## src/common/tgc_pkg.sv

```systemverilog
// Shared constants and types for the timer gate control block.
// Assumes a 32-bit AHB-Lite register bus, one register per aligned word.

`default_nettype none

package tgc_pkg;

   // ----------------------------------------
   // Register byte offsets
   // ----------------------------------------
   localparam logic [7:0] OFS_GATE_CTL = 8'h00; // Gate control
   localparam logic [7:0] OFS_RUN_CTL = 8'h04;  // Counter on
   localparam logic [7:0] OFS_IRQ_STS = 8'h08;  // Sticky events, W1C
   localparam logic [7:0] OFS_IRQ_MSK = 8'h0C;  // Interrupt mask

   // ----------------------------------------
   // Field positions: gate control, run control and event bits
   // ----------------------------------------
   localparam int BIT_GATE_EN = 7;     // Gate enable
   localparam int BIT_GATE_POL = 6;    // Gate polarity
   localparam int BIT_TOGGLE = 5;      // Toggle mode
   localparam int BIT_SPM = 4;         // Single-pulse mode
   localparam int BIT_ARMED = 3;       // Single-pulse armed
   localparam int BIT_LEVEL = 2;       // Live gate level, read only
   localparam int BIT_RUN_ON = 0;      // Counter on, in run control
   localparam int EVT_SP_DONE = 0;     // Event: acquisition done
   localparam int EVT_GATE_RISE = 1;   // Event: effective gate rose
   localparam int NUM_EVT = 2;         // Number of event bits

   // ----------------------------------------
   // Reset values and source codes
   // ----------------------------------------
   localparam logic [7:0] RST_GATE_CTL = 8'h00;
   localparam logic RST_RUN_ON = 1'b0;
   localparam logic [1:0] RST_EVT = 2'h0;
   localparam logic [1:0] SRC_PIN = 2'h0;    // Gate pin
   localparam logic [1:0] SRC_OVF = 2'h1;    // Other timer overflow
   localparam logic [1:0] SRC_MATCH = 2'h2;  // Third timer period match

   // Writable gate control fields
   typedef struct packed {
      logic gate_enable_ctl;
      logic gate_polarity;
      logic gate_toggle_mode;
      logic gate_single_pulse_mode;
      logic [1:0] gate_source_select;
   } tgc_cfg_s;

   // Candidate gate sources
   typedef struct packed {
      logic pin;
      logic ovf;
      logic match;
   } tgc_src_s;

endpackage

`default_nettype wire

```

## src/rtl/tgc_sync.sv

```systemverilog
// Two-flop synchroniser, one chain per bit.
// Assumes inputs are asynchronous to clk; first stage is read only by the second.

`timescale 1ns/1ps
`default_nettype none

module tgc_sync #(
   parameter int W = 1
) (
   input wire logic clk,
   input wire logic rst_n,
   input wire logic [W-1:0] d,
   output logic [W-1:0] q
);

   // Width must be usable
   if (W < 1) begin : g_chk
      $error("tgc_sync width must be at least one");
   end

   // ----------------------------------------
   // One chain per bit
   // ----------------------------------------
   for (genvar i = 0; i < W; i++) begin : g_bit
      logic meta_q; // First stage, read only by the second
      // Two stages, constant reset
      always_ff @(posedge clk or negedge rst_n) begin
         if (!rst_n) begin
            meta_q <= 1'b0;
            q[i] <= 1'b0;
         end else begin
            meta_q <= d[i];
            q[i] <= meta_q;
         end
      end
   end

endmodule

`default_nettype wire

```

## src/rtl/tgc_single_pulse.sv

```systemverilog
// Single-pulse acquisition sequencer for the timer gate.
// Assumes gate_in is already synchronous and shaped by polarity and toggle.

`timescale 1ns/1ps
`default_nettype none

module tgc_single_pulse (
   input wire logic clk,
   input wire logic rst_n,
   input wire logic spm,
   input wire logic arm_set,
   input wire logic arm_clr,
   input wire logic gate_in,
   output logic armed,
   output logic active,
   output logic done
);

   // Gray-coded sequence: idle, waiting, counting
   typedef enum logic [1:0] {
      SP_IDLE = 2'b00,
      SP_WAIT = 2'b01,
      SP_RUN = 2'b11
   } tgc_sp_e;

   tgc_sp_e state_q; // Sequencer state
   logic gate_prev_q; // Gate one cycle ago
   logic rise;
   logic fall;

   assign rise = gate_in & ~gate_prev_q;
   assign fall = ~gate_in & gate_prev_q;

   // ----------------------------------------
   // Edge history
   // ----------------------------------------
   always_ff @(posedge clk or negedge rst_n) begin
      if (!rst_n) begin
         gate_prev_q <= 1'b0;
      end else begin
         gate_prev_q <= gate_in;
      end
   end

   // ----------------------------------------
   // Sequencer; leaving the mode aborts
   // ----------------------------------------
   always_ff @(posedge clk or negedge rst_n) begin
      if (!rst_n) begin
         state_q <= SP_IDLE;
      end else if (!spm || arm_clr) begin
         state_q <= SP_IDLE;
      end else begin
         case (state_q)
            SP_IDLE: begin
               if (arm_set) begin
                  state_q <= SP_WAIT;
               end
            end
            // Only a fresh edge starts, a high level does not
            SP_WAIT: begin
               if (rise) begin
                  state_q <= SP_RUN;
               end
            end
            // One pulse only, then back to idle
            SP_RUN: begin
               if (fall) begin
                  state_q <= SP_IDLE;
               end
            end
            default: begin
               state_q <= SP_IDLE;
            end
         endcase
      end
   end

   // Armed while an acquisition is pending or running
   assign armed = (state_q != SP_IDLE);
   // Gate open only inside the captured pulse
   assign active = (state_q == SP_RUN) & gate_in;
   // Completion pulse, one cycle
   assign done = spm & ~arm_clr & (state_q == SP_RUN) & fall;

endmodule

`default_nettype wire

```

## src/rtl/tgc_top.sv

```systemverilog
// Timer gate control with AHB-Lite register slave.
// Assumes overflow and period-match inputs share clk_sys; gate pin is async.
//
// Functional notes
// - Polarity picks counting on high or low
// - Toggle mode off holds toggle flop cleared
// - Toggle flop inverts on each gate rising edge
// - Single-pulse mode takes control of gate
// - Armed bit set by software, hardware clears
// - Level bit shows gate, ignores gate enable
// - Source 00 pin, 01 overflow, 10 match

`timescale 1ns/1ps
`default_nettype none

module tgc_top (
   input wire logic clk_sys,
   input wire logic rst_n,
   // AHB-Lite slave
   input wire logic hsel,
   input wire logic [31:0] haddr,
   input wire logic [1:0] htrans,
   input wire logic hwrite,
   input wire logic [2:0] hsize,
   input wire logic hready,
   input wire logic [31:0] hwdata,
   output logic [31:0] hrdata,
   output logic hreadyout,
   output logic hresp,
   // Gate sources
   input wire logic gate_pin,
   input wire logic tmr_overflow_in,
   input wire logic period_match_in,
   // Counter core and interrupt
   output logic count_en,
   output logic gate_level,
   output logic irq
);

   // ----------------------------------------
   // Reset release
   // ----------------------------------------
   logic rst_meta_q; // First reset stage
   logic rst_sync_q; // Released reset for the block
   logic rst_int_n;

   // Async assert, synchronous release
   always_ff @(posedge clk_sys or negedge rst_n) begin
      if (!rst_n) begin
         rst_meta_q <= 1'b0;
         rst_sync_q <= 1'b0;
      end else begin
         rst_meta_q <= 1'b1;
         rst_sync_q <= rst_meta_q;
      end
   end

   assign rst_int_n = rst_sync_q;

   // ----------------------------------------
   // Register state
   // ----------------------------------------
   tgc_pkg::tgc_cfg_s cfg_q; // Writable gate control fields
   logic counter_on_q; // Counter switched on
   logic [tgc_pkg::NUM_EVT-1:0] sts_q; // Sticky events
   logic [tgc_pkg::NUM_EVT-1:0] msk_q; // Interrupt mask

   // ----------------------------------------
   // AHB-Lite transfer tracking
   // ----------------------------------------
   logic accept; // Address phase taken
   logic wr_pend_q; // Write data phase open
   logic rd_pend_q; // Read waits one cycle
   logic [7:0] addr_q; // Captured byte offset
   logic wr_en; // Write strobe in data phase
   logic [31:0] rdata_q; // Registered read data
   logic [31:0] rd_mux; // Read value selected

   // Taken only on NONSEQ or SEQ with bus ready
   assign accept = hsel & hready & htrans[1];

   // Read uses one wait state so a write just before is seen
   assign hreadyout = ~rd_pend_q;
   // Always OKAY
   assign hresp = 1'b0;
   assign hrdata = rdata_q;

   // Address phase capture
   always_ff @(posedge clk_sys or negedge rst_int_n) begin
      if (!rst_int_n) begin
         addr_q <= 8'h00;
         wr_pend_q <= 1'b0;
      end else if (hready) begin
         wr_pend_q <= accept & hwrite;
         if (accept) begin
            addr_q <= {haddr[7:2], 2'b00};
         end
      end
   end

   // Read wait-state flag
   always_ff @(posedge clk_sys or negedge rst_int_n) begin
      if (!rst_int_n) begin
         rd_pend_q <= 1'b0;
      end else begin
         rd_pend_q <= accept & ~hwrite;
      end
   end

   // Any taken write strobes; only haddr[7:2] decode, so every page aliases
   assign wr_en = wr_pend_q;

   // ----------------------------------------
   // Gate path signals
   // ----------------------------------------
   tgc_pkg::tgc_src_s src; // Source bundle
   logic pin_sync; // Synchronised pin
   logic gate_sel; // Chosen source
   logic gate_pol; // Polarity adjusted
   logic gate_pol_prev_q; // For edge detect
   logic toggle_q; // Toggle flop
   logic gate_shaped; // After toggle stage
   logic gate_eff; // Gate offered to counter
   logic gate_eff_prev_q; // For event edge
   logic sp_armed;
   logic sp_active;
   logic sp_done;
   logic arm_set;
   logic arm_clr;
   logic ctl_wr;

   // The pin is asynchronous, so it crosses first
   tgc_sync #(
      .W(1)
   ) u_pin_sync (
      .clk(clk_sys),
      .rst_n(rst_int_n),
      .d(gate_pin),
      .q(pin_sync)
   );

   // Same-clock sources pass straight in
   assign src.pin = pin_sync;
   assign src.ovf = tmr_overflow_in;
   assign src.match = period_match_in;

   // Source select; reserved code selects a low level, which polarity 0 opens
   always_comb begin
      case (cfg_q.gate_source_select)
         tgc_pkg::SRC_PIN: gate_sel = src.pin;
         tgc_pkg::SRC_OVF: gate_sel = src.ovf;
         tgc_pkg::SRC_MATCH: gate_sel = src.match;
         default: gate_sel = 1'b0;
      endcase
   end

   // Polarity 1 counts on high, 0 counts on low
   assign gate_pol = cfg_q.gate_polarity ? gate_sel : ~gate_sel;

   // Edge history of the adjusted gate
   always_ff @(posedge clk_sys or negedge rst_int_n) begin
      if (!rst_int_n) begin
         gate_pol_prev_q <= 1'b0;
      end else begin
         gate_pol_prev_q <= gate_pol;
      end
   end

   // ----------------------------------------
   // Toggle stage
   // ----------------------------------------
   // Held clear when the mode is off
   always_ff @(posedge clk_sys or negedge rst_int_n) begin
      if (!rst_int_n) begin
         toggle_q <= 1'b0;
      end else if (!cfg_q.gate_toggle_mode) begin
         toggle_q <= 1'b0;
      end else if (gate_pol & ~gate_pol_prev_q) begin
         toggle_q <= ~toggle_q;
      end
   end

   // Flop output replaces the gate in toggle mode
   assign gate_shaped = cfg_q.gate_toggle_mode ? toggle_q : gate_pol;

   // ----------------------------------------
   // Single-pulse stage
   // ----------------------------------------
   assign ctl_wr = wr_en & (addr_q == tgc_pkg::OFS_GATE_CTL);
   // Arming needs the mode set in the same write
   assign arm_set = ctl_wr & hwdata[tgc_pkg::BIT_ARMED]
                    & hwdata[tgc_pkg::BIT_SPM];
   // Writing zero abandons a pending acquisition
   assign arm_clr = ctl_wr & ~hwdata[tgc_pkg::BIT_ARMED];
   // Mode as it will stand after a write in flight, so one write can enable and arm
   logic spm_now;
   assign spm_now = ctl_wr ? hwdata[tgc_pkg::BIT_SPM] : cfg_q.gate_single_pulse_mode;

   tgc_single_pulse u_single_pulse (
      .clk(clk_sys),
      .rst_n(rst_int_n),
      .spm(spm_now),
      .arm_set(arm_set),
      .arm_clr(arm_clr),
      .gate_in(gate_shaped),
      .armed(sp_armed),
      .active(sp_active),
      .done(sp_done)
   );

   // Single-pulse logic owns the gate when enabled
   assign gate_eff = cfg_q.gate_single_pulse_mode ? sp_active : gate_shaped;

   // Live level, independent of gate enable
   assign gate_level = gate_eff;

   // Counter runs only when on; gate used only if enabled
   assign count_en = counter_on_q
                     & (cfg_q.gate_enable_ctl ? gate_eff : 1'b1);

   // ----------------------------------------
   // Configuration writes
   // ----------------------------------------
   // Gate control fields; level and armed are not stored here
   always_ff @(posedge clk_sys or negedge rst_int_n) begin
      if (!rst_int_n) begin
         cfg_q <= '0;
      end else if (ctl_wr) begin
         cfg_q.gate_enable_ctl <= hwdata[tgc_pkg::BIT_GATE_EN];
         cfg_q.gate_polarity <= hwdata[tgc_pkg::BIT_GATE_POL];
         cfg_q.gate_toggle_mode <= hwdata[tgc_pkg::BIT_TOGGLE];
         cfg_q.gate_single_pulse_mode <= hwdata[tgc_pkg::BIT_SPM];
         cfg_q.gate_source_select <= hwdata[1:0];
      end
   end

   // Counter on bit
   always_ff @(posedge clk_sys or negedge rst_int_n) begin
      if (!rst_int_n) begin
         counter_on_q <= tgc_pkg::RST_RUN_ON;
      end else if (wr_en && addr_q == tgc_pkg::OFS_RUN_CTL) begin
         counter_on_q <= hwdata[tgc_pkg::BIT_RUN_ON];
      end
   end

   // Mask register
   always_ff @(posedge clk_sys or negedge rst_int_n) begin
      if (!rst_int_n) begin
         msk_q <= tgc_pkg::RST_EVT;
      end else if (wr_en && addr_q == tgc_pkg::OFS_IRQ_MSK) begin
         msk_q <= hwdata[tgc_pkg::NUM_EVT-1:0];
      end
   end

   // ----------------------------------------
   // Events and interrupt
   // ----------------------------------------
   logic [tgc_pkg::NUM_EVT-1:0] evt;
   logic [tgc_pkg::NUM_EVT-1:0] w1c;

   // Effective gate history for the rise event
   // Reset gate is open (polarity 0, idle source), so history starts high: no false edge
   always_ff @(posedge clk_sys or negedge rst_int_n) begin
      if (!rst_int_n) begin
         gate_eff_prev_q <= 1'b1;
      end else begin
         gate_eff_prev_q <= gate_eff;
      end
   end

   assign evt[tgc_pkg::EVT_SP_DONE] = sp_done;
   assign evt[tgc_pkg::EVT_GATE_RISE] = gate_eff & ~gate_eff_prev_q;
   assign w1c = (wr_en && addr_q == tgc_pkg::OFS_IRQ_STS)
                ? hwdata[tgc_pkg::NUM_EVT-1:0] : '0;

   // Sticky bits; a new event beats a clear in the same cycle
   always_ff @(posedge clk_sys or negedge rst_int_n) begin
      if (!rst_int_n) begin
         sts_q <= tgc_pkg::RST_EVT;
      end else begin
         sts_q <= (sts_q & ~w1c) | evt;
      end
   end

   // Level output, high while any unmasked bit stands
   always_ff @(posedge clk_sys or negedge rst_int_n) begin
      if (!rst_int_n) begin
         irq <= 1'b0;
      end else begin
         irq <= |((sts_q & ~w1c | evt) & msk_q);
      end
   end

   // ----------------------------------------
   // Read path
   // ----------------------------------------
   // Unmapped offsets read zero
   always_comb begin
      rd_mux = 32'h0000_0000;
      case (addr_q)
         tgc_pkg::OFS_GATE_CTL: begin
            rd_mux[tgc_pkg::BIT_GATE_EN] = cfg_q.gate_enable_ctl;
            rd_mux[tgc_pkg::BIT_GATE_POL] = cfg_q.gate_polarity;
            rd_mux[tgc_pkg::BIT_TOGGLE] = cfg_q.gate_toggle_mode;
            rd_mux[tgc_pkg::BIT_SPM] = cfg_q.gate_single_pulse_mode;
            rd_mux[tgc_pkg::BIT_ARMED] = sp_armed;
            rd_mux[tgc_pkg::BIT_LEVEL] = gate_eff;
            rd_mux[1:0] = cfg_q.gate_source_select;
         end
         tgc_pkg::OFS_RUN_CTL: begin
            rd_mux[tgc_pkg::BIT_RUN_ON] = counter_on_q;
         end
         tgc_pkg::OFS_IRQ_STS: begin
            rd_mux[tgc_pkg::NUM_EVT-1:0] = sts_q;
         end
         tgc_pkg::OFS_IRQ_MSK: begin
            rd_mux[tgc_pkg::NUM_EVT-1:0] = msk_q;
         end
         default: begin
            rd_mux = 32'h0000_0000;
         end
      endcase
   end

   // Data sampled in the wait cycle, after any prior write landed
   always_ff @(posedge clk_sys or negedge rst_int_n) begin
      if (!rst_int_n) begin
         rdata_q <= 32'h0000_0000;
      end else if (rd_pend_q) begin
         rdata_q <= rd_mux;
      end
   end

   // Size is not checked; any size acts as a word
   logic unused_ok;
   assign unused_ok = ^{hsize, haddr[31:8], haddr[1:0], htrans[0]};

endmodule

`default_nettype wire

```

## config.mk

```make
export PLATFORM = sky130hd
export DESIGN_NAME = tgc_top
export DESIGN_NICKNAME = d
export VERILOG_FILES = /design/src/common/tgc_pkg.sv /design/src/rtl/tgc_sync.sv /design/src/rtl/tgc_single_pulse.sv /design/src/rtl/tgc_top.sv
export SDC_FILE = /design/constraint.sdc
export NUM_CORES = 1
export LEC_CHECK = 0
export BUFFER_PORTS_ARGS = -buffer_cell sky130_fd_sc_hd__buf_2
export CAP_MARGIN = 25
export CELL_PAD_IN_SITES_DETAIL_PLACEMENT = 1
export CELL_PAD_IN_SITES_GLOBAL_PLACEMENT = 2
export CORE_MARGIN = 5
export CORE_UTILIZATION = 22
export DETAILED_ROUTE_END_ITERATION = 8
export HOLD_SLACK_MARGIN = 0.02
export PLACE_DENSITY_LB_ADDON = 0.2
export SYNTH_ARGS = -nofsm -noshare
export SYNTH_HDL_FRONTEND = slang
export SYNTH_HIERARCHICAL = 1
export SYNTH_SLANG_ARGS = --single-unit
```

## constraint.sdc

```tcl
create_clock -name clk_sys -period 1.8 [get_ports clk_sys]
set_input_delay 0.18 -clock clk_sys [delete_from_list [all_inputs] [get_ports clk_sys]]
set_output_delay 0.18 -clock clk_sys [all_outputs]
set_load 0.01 [all_outputs]
```

# Word-level counts from Yosys, hierarchy flattened
# Index checks and enable logic that the tools add are counted.
# totals
regBits	38
input_bits	77
out_inout_bits	37
word_cells	93
# op_classes
n_eq_ne	11
mux	17
bitwise	31
n_reduce_logical	12
# op_table
op	n
1-bit bitwise AND	17
6-bit by 2-bit equality test with 1-bit output (second input constant)	2
2-bit 2-to-1 mux	5
1-bit inverter	10
8-bit logical NOT	1
1-bit 2-to-1 mux	7
6-bit by 1-bit equality test with 1-bit output (second input constant)	1
6-bit 2-to-1 mux	1
3-bit by 1-bit inequality test with 1-bit output (second input constant)	2
1-bit one-hot mux with 3 select lines	2
2-bit one-hot mux with 3 select lines	1
2-bit bitwise AND	2
2-bit by 1-bit equality test with 1-bit output (second input constant)	2
2-bit equality test (second input constant)	2
2-bit logical NOT	2
1-bit one-hot mux with 4 select lines	1
1-bit logical AND	3
3-bit by 2-bit inequality test with 1-bit output (second input constant)	1
3-bit AND reduction	1
2-bit by 1-bit inequality test with 1-bit output (second input constant)	1
2-bit inverter	1
2-bit OR	1
2-bit AND reduction	1
2-bit nonzero test	1
other kinds (3)	3

# Depth between registers and ports, before layout
# logic_depth
ltp_word	11
depth_mapped	9

# Cells and area by module
# The synthesis kept the hierarchy.
# modules_own_cells
module	n_inst	cells_per_inst	area_per_inst_um2
tgc_top	1	134	1602.8
tgc_single_pulse	1	16	148.9
tgc_sync	1	2	50.0

# Worst setup path after synthesis
# Ideal clock, no wire load.
# synth_path
path_kind	register to register
start	register addr_q[7]
end	register irq
setup_time_ns	0.121
t_arrival_ns	2.204
required_ns	1.679
slack_ns	-0.525
stages_incl_launch_ff	9
period_less_slack_ns	2.325
path_cell_list	dfrtp_1 or4_1 buf_2 nor4_4 mux2_2 nand2b_1 nor3_1 a21o_1 a22o_1
# synth_between
word_cells_on_any_way	16
# synth_rtl
item	line	source
from (decl)	tgc_top.sv:74	logic [7:0] addr_q;
from (signal assigned)	tgc_top.sv:96	addr_q <= {haddr[7:2], 2'b00};
8-bit logical NOT	tgc_top.sv:189	assign ctl_wr = wr_en & (addr_q == tgc_pkg::OFS_GATE_CTL);
1-bit bitwise AND	tgc_top.sv:189	
1-bit 2-to-1 mux	tgc_top.sv:197	assign spm_now = ctl_wr ? hwdata[tgc_pkg::BIT_SPM] : cfg_q.gate_single_pulse_mode;
via spm_now	tgc_top.sv:196	logic spm_now;
1-bit bitwise AND (3 in a row)	tgc_single_pulse.sv:84	assign done = spm & ~arm_clr & (state_q == SP_RUN) & fall;
via sp_done	tgc_top.sv:127	logic sp_done;
2-bit OR	tgc_top.sv:290	irq <= |((sts_q & ~w1c | evt) & msk_q);
2-bit bitwise AND	tgc_top.sv:290	
2-bit OR reduction	tgc_top.sv:290	
to (signal assigned)	tgc_top.sv:290	
to (decl)	tgc_top.sv:37	output logic irq
# The timed path passes the listed nets, and every way through them passes these cells.
# A chain may end at the register's enable or synchronous reset.

# Final worst setup path
# layout_path
start	register cfg_q[1] (netlist name)
end	output port count_en
# layout_between
elab_chain_cells	9
word_cells_on_any_way	11
# layout_lines
item	line	source
from (decl)	tgc_top.sv:63	tgc_pkg::tgc_cfg_s cfg_q;
2-bit equality test (tied with other cells)	tgc_top.sv:149	case (cfg_q.gate_source_select)
1-bit one-hot mux with 3 select lines (*)	tgc_top.sv:149	
1-bit inverter	tgc_top.sv:158	assign gate_pol = cfg_q.gate_polarity ? gate_sel : ~gate_sel;
1-bit 2-to-1 mux (*)	tgc_top.sv:158	
via gate_pol	tgc_top.sv:119	logic gate_pol;
1-bit 2-to-1 mux (*)	tgc_top.sv:184	assign gate_shaped = cfg_q.gate_toggle_mode ? toggle_q : gate_pol;
via gate_shaped	tgc_top.sv:122	logic gate_shaped;
1-bit bitwise AND (*)	tgc_single_pulse.sv:82	assign active = (state_q == SP_RUN) & gate_in;
via sp_active	tgc_top.sv:126	logic sp_active;
1-bit 2-to-1 mux (*)	tgc_top.sv:212	assign gate_eff = cfg_q.gate_single_pulse_mode ? sp_active : gate_shaped;
1-bit 2-to-1 mux (*)	tgc_top.sv:219	& (cfg_q.gate_enable_ctl ? gate_eff : 1'b1);
1-bit bitwise AND (*)	tgc_top.sv:219	
to (decl)	tgc_top.sv:35	output logic count_en,
# Mark *: on every way through the listed nets, which the timed path passes. The rest lies on a longest branch.

==> impl_metrics.json <==
{
  "maxCapViolCount": 0,
  "whs_ns": 0.06496,
  "cp_slowest_cell": "dfrtp_1",
  "synthCells": 152,
  "period_needed_ns": 2.352,
  "slew_viol_final": 0,
  "die_h_microns": 100.5,
  "insertion_delay_ns": 0.28,
  "gp_congestion": 0.7723,
  "io_pins": 114,
  "yosysWarnings": 6,
  "critPathTopFamily": "simple AND/OR/NAND/NOR gates",
  "synthFlopType": "dfrtp_1",
  "cts-root-buf": "clkbuf_8",
  "cts_tree": "done",
  "drc": 0,
  "nets": 302,
  "firstDrtPassIters": 4,
  "synth_seq_cells": 38,
  "vias": 1325,
  "cp_cell_sequence": "buf_4 > nand3b_1 > o21ai_1 > xnor2_1 > o21a_1 > and3_4 > nand2_2 > nor4b_4 > a21boi_2 > buf_2",
  "insertedDiodeCount": 0,
  "netlist_area_sq_um": 1802,
  "setup_slack_ns": -0.5517,
  "outcome": "complete, but fails checks",
  "grtUsageTotal": 0.09842,
  "coreArea_sq_um": 8093,
  "cp.required_ns": 1.62,
  "ys_types": 41,
  "max_stage_delay_ns": 0.42,
  "critPathKind": "reg -> out",
  "htreeDepth": 2,
  "drtIter0Drc": 33,
  "arrival_ns": 2.17,
  "grt_pass1_vias": 1500,
  "cts.path.max_buffers": 2,
  "ys_top_cells_by_count": "dfrtp_1, buf_4, mux2_2",
  "ir_drop_uv": 328.4,
  "initial_utilization": 0.2226,
  "p_leak_nw": 1.230,
  "hp-class": "in -> reg",
  "dp_hpwl_mm": 3.678,
  "fin_crit_sh": 1.306,
  "avgSynthCellArea_sq_um": 11.85,
  "fp.dieArea_sq_um": 10100,
  "drive_gt1_frac": 0.4912,
  "setup_viol": 11,
  "yosys.cell_count.top_type": "dfrtp_1",
  "numCtsBuffers": 5,
  "synth_top_cells_by_area": "dfrtp_1, buf_4, mux2_2",
  "power_mw": 2.781,
  "overflow": 0,
  "p_per_area_nw_per_um2": 1113,
  "cts.reportedPaths.clkPinSlew_ns": 0.08,
  "synth_largest_area_cell": "dfrtp_1",
  "routed_wl_mm": 4.650,
  "synth.top_cell.area_share": 0.5139,
  "start_kind": "register",
  "final_hold_viol_count": 0,
  "rsz0062_at_grt": "yes",
  "async_flop_share": 1.000,
  "grt_max_degree": 22,
  "cp-end-kind": "output port",
  "grt_pass1_wl_mm": 7.638,
  "worst_clock_skew_ns": 0.004776,
  "crit_buf_inv": 2,
  "area_growth_pct": 38.68,
  "crit_fanout": 3,
  "numPortBuffers": 33,
  "drtAntennaViolNets": 0,
  "antenna_found_initial": 0,
  "seq_area_frac_synth": 0.5285,
  "die_x_microns": 100.5,
  "post_drt_wl_per_cell_microns": 14.05,
  "rows": 33,
  "viasPerCell": 4.003,
  "clkSinkCount": 38,
  "synth_edf_count": 0,
  "fmax_mhz": 425.2,
  "violations": "setup timing"
}
[worst reg2reg max path, delay by kind of cell, from the launching register on]
| family | cells | cell delay [ns] |
|---|---|---|
| and+or+nand+nor | 4 | 0.95 |
| DFF | 1 | 0.38 |
| AOI/OAI and AO/OA | 2 | 0.38 |
| muxes | 1 | 0.37 |
[registers in the layout, summed over array words and instances, names as in the netlist]
register,flops
gate_pol_prev_q,1
wr_en,1
rd_pend_q,1
rst_meta_q,1
toggle_q,1
addr_q,6
sts_q,2
u_pin_sync/q,1
u_pin_sync/g_bit.meta_q,1
hrdata,8
irq,1
u_single_pulse/state_q,2
gate_eff_prev_q,1
cfg_q,6
msk_q,2
rst_int_n,1
u_single_pulse/gate_prev_q,1
counter_on_q,1
[final timing paths]
check,start,to,slack (ns),cells after the start
max reg2reg,addr_q[7],irq,-0.37,7
min in group asynchronous,rst_n,rst_meta_q,0.19,2
max,cfg_q[1],count_en,-0.55,10
min,hwrite,rd_pend_q,0.06,2
min reg2reg,rst_int_n,u_pin_sync/g_bit[0].meta_q,0.22,1
max in group asynchronous,rst_int_n,gate_eff_prev_q,1.27,1
[timing repair]
action	in CTS	in global routing
hold buffers	2	0
hold endpoints to repair	3	0
setup endpoints to repair	14	16
pin swaps	4	3
setup buffers	15	4
gates resized for setup	24	4
cloned	0	0
[logic make-up after synthesis]
family | synth area share
DFF | 0.5285
xor gates and xnor gates | 0.004862
muxes | 0.1174
other | 0.004168
AOI/OAI and AO/OA | 0.09584
and+or+nand+nor | 0.1257
buffers and inverters | 0.1236
[cell type report]
type	instances	area (sq um)
Fill cell	945	5594
Sequential cell	38	952.2
Multi-Input combinational cell	104	798.3
Timing Repair Buffer	71	488.0
Tap cell	105	131.4
Clock buffer	8	110.1
Inverter	5	18.77
[power breakdown]
part / switching, mW / total [mW] / internal (mW)
combinational: 0.400 / 0.987 / 0.586
sequential: 0.100 / 1.10 / 1.00
clock: 0.304 / 0.691 / 0.387
[layer usage]
layer,vias up,GRT usage,share of wire
met4,0,0.02591,0.011
li1,626,-,-
met5,-,0,0
met2,29,0.1743,0.54
met3,7,0.02907,0.045
met1,663,0.1159,0.41
[layout by cell type (no fill, tap or decap), types with 3 or more instances in the layout]
cell type  synthesis  final
a22o_1            10     10
buf_2              1     32
buf_4             25     29
buf_6              0      8
clkbuf_8           0      8
conb_1             2     26
dfrtp_1           37     37
inv_1              5      4
mux2_2            15     10
mux2_4             0      5
nand2_1            8      7
nor2_1             4      3
nor3_1             4      3
[stage by stage]
step | utilization | worst slack, ns | setup TNS, ns | cells | cell area [sq um]
2_1_floorplan | - | -0.4903 | -1.475 | 176 | 1918
3_3_place_gp | 0.2707 | -0.3615 | -1.637 | 309 | 2191
3_5_place_dp | 0.2707 | -0.4176 | -2.520 | 309 | 2191
4_1_cts | 0.3131 | -0.5697 | -3.140 | 334 | 2534
5_1_grt | 0.3088 | -0.6835 | -3.882 | 331 | 2499
6_report | 0.3088 | -0.5517 | -2.650 | 331 | 2499
No activity file was read; power rests on OpenSTA's default activity.
